File: src/inc/pps_pkg.sv
// constants for the peripheral output pin select block
//
// Summary of operation
// - each remappable pin owns its own 5-bit output selector field
// - the source named by a pin's selector drives that pin
// - code 00000 leaves the pin on its default port logic
// - codes 00001 and 00010 select comparator a and b outputs
// - codes 00011 and 00100 select uart a transmit and request-to-send
// - codes 00101 and 00110 select uart b transmit and request-to-send
// - codes 00111, 01000, 01001 select spi a data, clock, select
// - codes 01010, 01011, 01100 select spi b data, clock, select
// - codes 01101, 01110, 01111 select codec data, clock, frame sync
// - code 10000 selects can a transmit
// - codes 10010, 10011, 10100 select compare channels a, b, c
// - code 10101 selects compare channel d
package pps_pkg;
  localparam int SEL_W = 5;
  localparam int NUM_SRC = 22;
  localparam logic [SEL_W-1:0] SEL_RESET = 5'h00;
  localparam logic [SEL_W-1:0] SEL_NULL = 5'h00;
  localparam logic [SEL_W-1:0] SEL_CMP_A = 5'h01;
  localparam logic [SEL_W-1:0] SEL_CMP_B = 5'h02;
  localparam logic [SEL_W-1:0] SEL_UART_A_TX = 5'h03;
  localparam logic [SEL_W-1:0] SEL_UART_A_RTS = 5'h04;
  localparam logic [SEL_W-1:0] SEL_UART_B_TX = 5'h05;
  localparam logic [SEL_W-1:0] SEL_UART_B_RTS = 5'h06;
  localparam logic [SEL_W-1:0] SEL_SPI_A_SDO = 5'h07;
  localparam logic [SEL_W-1:0] SEL_SPI_A_SCK = 5'h08;
  localparam logic [SEL_W-1:0] SEL_SPI_A_SS = 5'h09;
  localparam logic [SEL_W-1:0] SEL_SPI_B_SDO = 5'h0A;
  localparam logic [SEL_W-1:0] SEL_SPI_B_SCK = 5'h0B;
  localparam logic [SEL_W-1:0] SEL_SPI_B_SS = 5'h0C;
  localparam logic [SEL_W-1:0] SEL_CODEC_SDO = 5'h0D;
  localparam logic [SEL_W-1:0] SEL_CODEC_SCK = 5'h0E;
  localparam logic [SEL_W-1:0] SEL_CODEC_FS = 5'h0F;
  localparam logic [SEL_W-1:0] SEL_CAN_A_TX = 5'h10;
  localparam logic [SEL_W-1:0] SEL_CMPCH_A = 5'h12;
  localparam logic [SEL_W-1:0] SEL_CMPCH_B = 5'h13;
  localparam logic [SEL_W-1:0] SEL_CMPCH_C = 5'h14;
  localparam logic [SEL_W-1:0] SEL_CMPCH_D = 5'h15;
endpackage

File: src/hw/pps_output_select.sv
// peripheral output pin select: per-pin selectors and muxes
`timescale 1ns/1ns
module pps_output_select #(
  parameter int NUM_PINS = 16
) (
  input wire logic clk_i,
  input wire logic reset_n_i,
  input wire logic sel_wr_i,
  input wire logic [$clog2(NUM_PINS)-1:0] sel_pin_i,
  input wire logic [pps_pkg::SEL_W-1:0] sel_data_i,
  input wire logic comparator_a_output_i,
  input wire logic comparator_b_output_i,
  input wire logic uart_a_transmit_i,
  input wire logic uart_a_request_to_send_i,
  input wire logic uart_b_transmit_i,
  input wire logic uart_b_request_to_send_i,
  input wire logic spi_a_serial_out_i,
  input wire logic spi_a_clock_out_i,
  input wire logic spi_a_select_out_i,
  input wire logic spi_b_serial_out_i,
  input wire logic spi_b_clock_out_i,
  input wire logic spi_b_select_out_i,
  input wire logic codec_serial_out_i,
  input wire logic codec_clock_out_i,
  input wire logic codec_frame_sync_out_i,
  input wire logic can_a_transmit_i,
  input wire logic compare_channel_a_out_i,
  input wire logic compare_channel_b_out_i,
  input wire logic compare_channel_c_out_i,
  input wire logic compare_channel_d_out_i,
  input wire logic [NUM_PINS-1:0] port_out_i,
  input wire logic [NUM_PINS-1:0] port_oe_i,
  output logic [NUM_PINS*pps_pkg::SEL_W-1:0] pin_output_map_reg_o,
  output logic [NUM_PINS-1:0] remappable_pin_o,
  output logic [NUM_PINS-1:0] remappable_pin_oe_o,
  output logic [NUM_PINS-1:0] pin_mapped_o
);
  // ****************************************
  // source vector, indexed by selector code
  // ****************************************
  logic [pps_pkg::NUM_SRC-1:0] src;
  logic [pps_pkg::SEL_W-1:0] pin_output_selector [NUM_PINS];
  logic [NUM_PINS-1:0] pin_wr_hit;

  // ****************************************
  // write address decode
  // ****************************************
  localparam int IDX_W = $clog2(NUM_PINS);

  // true when a write strobe addresses the given pin
  function automatic logic pin_addr_hit(
    input logic wr,
    input logic [IDX_W-1:0] addr,
    input int unsigned pin
  );
    return wr && (addr == IDX_W'(pin));
  endfunction

  // null code and the spare code between can and compare carry no source
  assign src[pps_pkg::SEL_NULL] = 1'b0;
  assign src[5'h11] = 1'b0;

  // comparator outputs
  assign src[pps_pkg::SEL_CMP_A] = comparator_a_output_i;
  assign src[pps_pkg::SEL_CMP_B] = comparator_b_output_i;

  // uart transmit and request-to-send lines
  assign src[pps_pkg::SEL_UART_A_TX] = uart_a_transmit_i;
  assign src[pps_pkg::SEL_UART_A_RTS] = uart_a_request_to_send_i;
  assign src[pps_pkg::SEL_UART_B_TX] = uart_b_transmit_i;
  assign src[pps_pkg::SEL_UART_B_RTS] = uart_b_request_to_send_i;

  // spi data, clock and select outputs
  assign src[pps_pkg::SEL_SPI_A_SDO] = spi_a_serial_out_i;
  assign src[pps_pkg::SEL_SPI_A_SCK] = spi_a_clock_out_i;
  assign src[pps_pkg::SEL_SPI_A_SS] = spi_a_select_out_i;
  assign src[pps_pkg::SEL_SPI_B_SDO] = spi_b_serial_out_i;
  assign src[pps_pkg::SEL_SPI_B_SCK] = spi_b_clock_out_i;
  assign src[pps_pkg::SEL_SPI_B_SS] = spi_b_select_out_i;

  // codec interface outputs
  assign src[pps_pkg::SEL_CODEC_SDO] = codec_serial_out_i;
  assign src[pps_pkg::SEL_CODEC_SCK] = codec_clock_out_i;
  assign src[pps_pkg::SEL_CODEC_FS] = codec_frame_sync_out_i;

  // can transmit line
  assign src[pps_pkg::SEL_CAN_A_TX] = can_a_transmit_i;

  // output compare channels
  assign src[pps_pkg::SEL_CMPCH_A] = compare_channel_a_out_i;
  assign src[pps_pkg::SEL_CMPCH_B] = compare_channel_b_out_i;
  assign src[pps_pkg::SEL_CMPCH_C] = compare_channel_c_out_i;
  assign src[pps_pkg::SEL_CMPCH_D] = compare_channel_d_out_i;

  // ****************************************
  // per-pin selector fields and muxes
  // ****************************************
  for (genvar p = 0; p < NUM_PINS; p++)
  begin : g_pin
    // address decode; out of range indices hit no pin
    assign pin_wr_hit[p] = pin_addr_hit(sel_wr_i, sel_pin_i, p);

    // selector write, reset to null code
    always_ff @(posedge clk_i)
    begin
      if (!reset_n_i)
        pin_output_selector[p] <= pps_pkg::SEL_RESET;
      else if (pin_wr_hit[p])
        pin_output_selector[p] <= sel_data_i;
    end

    assign pin_output_map_reg_o[p*pps_pkg::SEL_W +: pps_pkg::SEL_W] = pin_output_selector[p];

    pps_pin_mux u_mux (
      .pin_output_selector_i(pin_output_selector[p]),
      .src_i(src),
      .port_out_i(port_out_i[p]),
      .port_oe_i(port_oe_i[p]),
      .pin_out_o(remappable_pin_o[p]),
      .pin_oe_o(remappable_pin_oe_o[p]),
      .pin_mapped_o(pin_mapped_o[p])
    );
  end
endmodule

File: src/hw/pps_pin_mux.sv
// one remappable pin's output multiplexer
`timescale 1ns/1ns
module pps_pin_mux (
  input wire logic [pps_pkg::SEL_W-1:0] pin_output_selector_i,
  input wire logic [pps_pkg::NUM_SRC-1:0] src_i,
  input wire logic port_out_i,
  input wire logic port_oe_i,
  output logic pin_out_o,
  output logic pin_oe_o,
  output logic pin_mapped_o
);
  // source index: bit n of src_i corresponds to code n
  always_comb
  begin
    pin_out_o = port_out_i;
    pin_oe_o = port_oe_i;
    pin_mapped_o = 1'b0;
    case (pin_output_selector_i)
      pps_pkg::SEL_CMP_A, pps_pkg::SEL_CMP_B,
      pps_pkg::SEL_UART_A_TX, pps_pkg::SEL_UART_A_RTS,
      pps_pkg::SEL_UART_B_TX, pps_pkg::SEL_UART_B_RTS,
      pps_pkg::SEL_SPI_A_SDO, pps_pkg::SEL_SPI_A_SCK, pps_pkg::SEL_SPI_A_SS,
      pps_pkg::SEL_SPI_B_SDO, pps_pkg::SEL_SPI_B_SCK, pps_pkg::SEL_SPI_B_SS,
      pps_pkg::SEL_CODEC_SDO, pps_pkg::SEL_CODEC_SCK, pps_pkg::SEL_CODEC_FS,
      pps_pkg::SEL_CAN_A_TX,
      pps_pkg::SEL_CMPCH_A, pps_pkg::SEL_CMPCH_B, pps_pkg::SEL_CMPCH_C,
      pps_pkg::SEL_CMPCH_D:
      begin
        pin_out_o = src_i[pin_output_selector_i];
        pin_oe_o = 1'b1;
        pin_mapped_o = 1'b1;
      end
      default:
      begin
        pin_out_o = port_out_i;
        pin_oe_o = port_oe_i;
        pin_mapped_o = 1'b0;
      end
    endcase
  end
endmodule

File: config.mk
export PLATFORM = sky130hd
export DESIGN_NAME = pps_output_select
export DESIGN_NICKNAME = d
export VERILOG_FILES = /design/src/inc/pps_pkg.sv /design/src/hw/pps_output_select.sv /design/src/hw/pps_pin_mux.sv
export SDC_FILE = /design/constraint.sdc
export NUM_CORES = 1
export LEC_CHECK = 0
export BUFFER_PORTS_ARGS = -buffer_cell sky130_fd_sc_hd__buf_4
export CAP_MARGIN = 20
export CORE_UTILIZATION = 26
export DETAILED_ROUTE_END_ITERATION = 10
export GPL_TIMING_DRIVEN = 0
export SLEW_MARGIN = 20
export SYNTH_ARGS = -nofsm -noshare
export SYNTH_HDL_FRONTEND = slang
export SYNTH_SLANG_ARGS = --single-unit
File: constraint.sdc
create_clock -name clk_i -period 3.95 [get_ports clk_i]
set_input_delay 0.79 -clock clk_i [delete_from_list [all_inputs] [get_ports clk_i]]
set_output_delay 0.79 -clock clk_i [all_outputs]
set_load 0.02 [all_outputs]
==> results.txt <==
worst slew pin tran - 0.966 ns
cts hold-fix bufs - 0
Initial Util - 0.267
synth cell count leaders - 80 x and2_1, 80 x edfxtp_1, 56 x clkbuf_1
max FFs per register - 80
Final #Nets - 1033
post-synthesis sequential area ratio - 0.320
CP Capture Type - output pin
top area cells in the synthesized netlist - edfxtp_1 32%, mux4_2 9.6%, and2_1 6.7%
Area Overhead vs Synth - 28.9%
Total GRT Usage - 0.181
yosys warns - 0
initial antenna violation count - 0
Worst Path Class, Setup - in2out
Hold Vio Cnt, Final - 0
DRC Markers - 0
H-tree Lvls - 3
IO Port Bufs - 189
worst ir drop on vdd - 0.198 mV
Synth Instances - 769
MaxCap Viol Count - 0
part of the power in registers - 0.368
post-CTS setup buffers - 0
pwr dens - 297 nW/um2
first-pass GRT wire length - 39.1 mm
post-synth cell types - 39
switch share - 0.318
finished layout cell area - 9660 um2
DRT antenna net count - 0
Achievable Freq - 0.268 GHz
minimum clock period - 3.73 ns
number of cell rows - 61
hold path depth - 2
clk sinks - 80
final WL - 27.2 mm
final hold slack - 0.842 ns
Synth Cell Area - 7500 um2
Leak - 3.81 nW
vias in the first global route - 6392
CTS buffer count - 9
routed len/inst - 20.2 um
final core occ - 0.344
Post-DP HPWL - 20.1 mm
Comb pwr share - 0.358
Sw Pwr - 0.911 mW
global route total overflow - 0
worst path required time - 3.16 ns
io pins - 192
share of the synthesized area in the top cell type - 0.320
Root Driver - clkbuf_16
biggest area consumer among synthesized cells - edfxtp_1
Post-Syn Nets - 833
clock tree from TritonCTS - built
Setup Viol. Count Final - 0
Placer Congestion - 0.876
Regs by FF count - pin_output_selector: 80 flops
Rel. slew slack - 0.356
die height - 172 um
power share of the clock group - 0.273
ratio of cells with drive above 1 in the final layout - 0.341
dpl cell area - 9390 um2
Synth async-reset ratio - 0
post-cts sizing count - 0
Pint - 1.95 mW
Yosys reg bits - 80
crit-path max FO - 10
min-delay worst type - in2reg
ys flop type - edfxtp_1
clk buf depth - 2
register bank with the most flops - pin_output_selector
vias - 6956
clock slew at reported path FFs - 0.05 ns
Pre-antenna DRT Iters - 5
setup TNS - 0 ns
initial drt markers - 602
pin count of the biggest net entering global routing - 12
unrepaired setup endpoints after global routing - no
CP arrival - 2.94 ns
syn avg cell area - 9.75 um2
Die Area - 29500 um2
CORE AREA - 28100 um2
status - completed
Final Slew Violations - 0
Post-synth EDFFs - 80
Startpoint Class - input pin
Die Span X - 172 um
final period utilization - 0.945
routed vias/inst - 5.15
==> critical path, stage by stage <==
cell,delay [ns]
clkbuf_1,0.37
clkbuf_1,0.78
a22oi_1,0.23
o211ai_1,0.33
a32o_1,0.22
buf_4,0.10
buf_4,0.12
==> kinds of logic (layout without fill, tap and decap cells) <==
kind of cell	after synthesis	after routing	synth area share
AND/OR/NAND/NOR	262	262	0.186
buffers and inverters	167	370	0.118
AO/OA/AOI/OAI	149	149	0.137
multiplexers	111	111	0.239
flip-flops	80	80	0.320
other	0	1	0
==> layout by cell type (no fill, tap or decap), types with 11 or more instances in the layout <==
| master | instances |
|---|---|
| a22oi_1 | 15 |
| inv_1 | 43 |
| a31oi_1 | 14 |
| mux4_1 | 15 |
| nor3_1 | 21 |
| nand3_1 | 11 |
| mux4_2 | 32 |
| buf_4 | 242 |
| a21oi_1 | 42 |
| o32ai_1 | 15 |
| and2_1 | 80 |
| nand2b_1 | 19 |
| nand2_1 | 45 |
| mux2_2 | 30 |
| o21ai_0 | 16 |
| clkbuf_1 | 60 |
| mux2i_1 | 34 |
| a32o_1 | 15 |
| nor2_1 | 51 |
| edfxtp_1 | 80 |
| o211ai_1 | 20 |
==> cell type report <==
class / count / area [um2]
Tap cell: 378 / 473
Clock inverter: 1 / 30.0
Buffer: 124 / 721
Clock buffer: 13 / 240
Antenna cell: 1 / 2.50
Multi-Input combinational cell: 522 / 4210
Fill cell: 2924 / 18400
Timing Repair Buffer: 189 / 1420
Inverter: 43 / 161
Sequential cell: 80 / 2400
==> metal layers <==
layer / vias to the layer above / share of wire / track usage
met2: 334 / 0.48 / 0.303
met1: 3340 / 0.40 / 0.221
met5: - / 0 / 0
met4: 0 / 0.032 / 0.0712
met3: 59 / 0.091 / 0.0497
li1: 3223 / - / -
==> power by group through the flow <==
stage / registers [mW] / logic [mW] / clock network [mW]
after detailed placement: 1.07 / 1.02 / 0
final: 1.06 / 1.03 / 0.783
after floorplan: 1.12 / 0.587 / 0
after global placement: 1.07 / 1.01 / 0
after CTS: 1.05 / 1.03 / 0.787
after global routing: 1.06 / 1.10 / 0.825
==> through the flow <==
step / std cells / power, mW / setup WS (ns)
floorplan: 769 / 1.70 / 0.970
finish: 1351 / 2.87 / 0.216
CTS: 1350 / 2.87 / 0.254
global route: 1350 / 2.99 / 0.0857
global placement: 1336 / 2.08 / 0.239
detailed placement: 1336 / 2.10 / 0.265
==> worst paths after layout <==
kind / start / end / slack, ns
min: sel_data_i[3] / pin_output_selector[0][13]$_SDFFCE_PN0P_ / 0.84
max: can_a_transmit_i / remappable_pin_o[13] / 0.22
(Power assumes the default switching activity.)
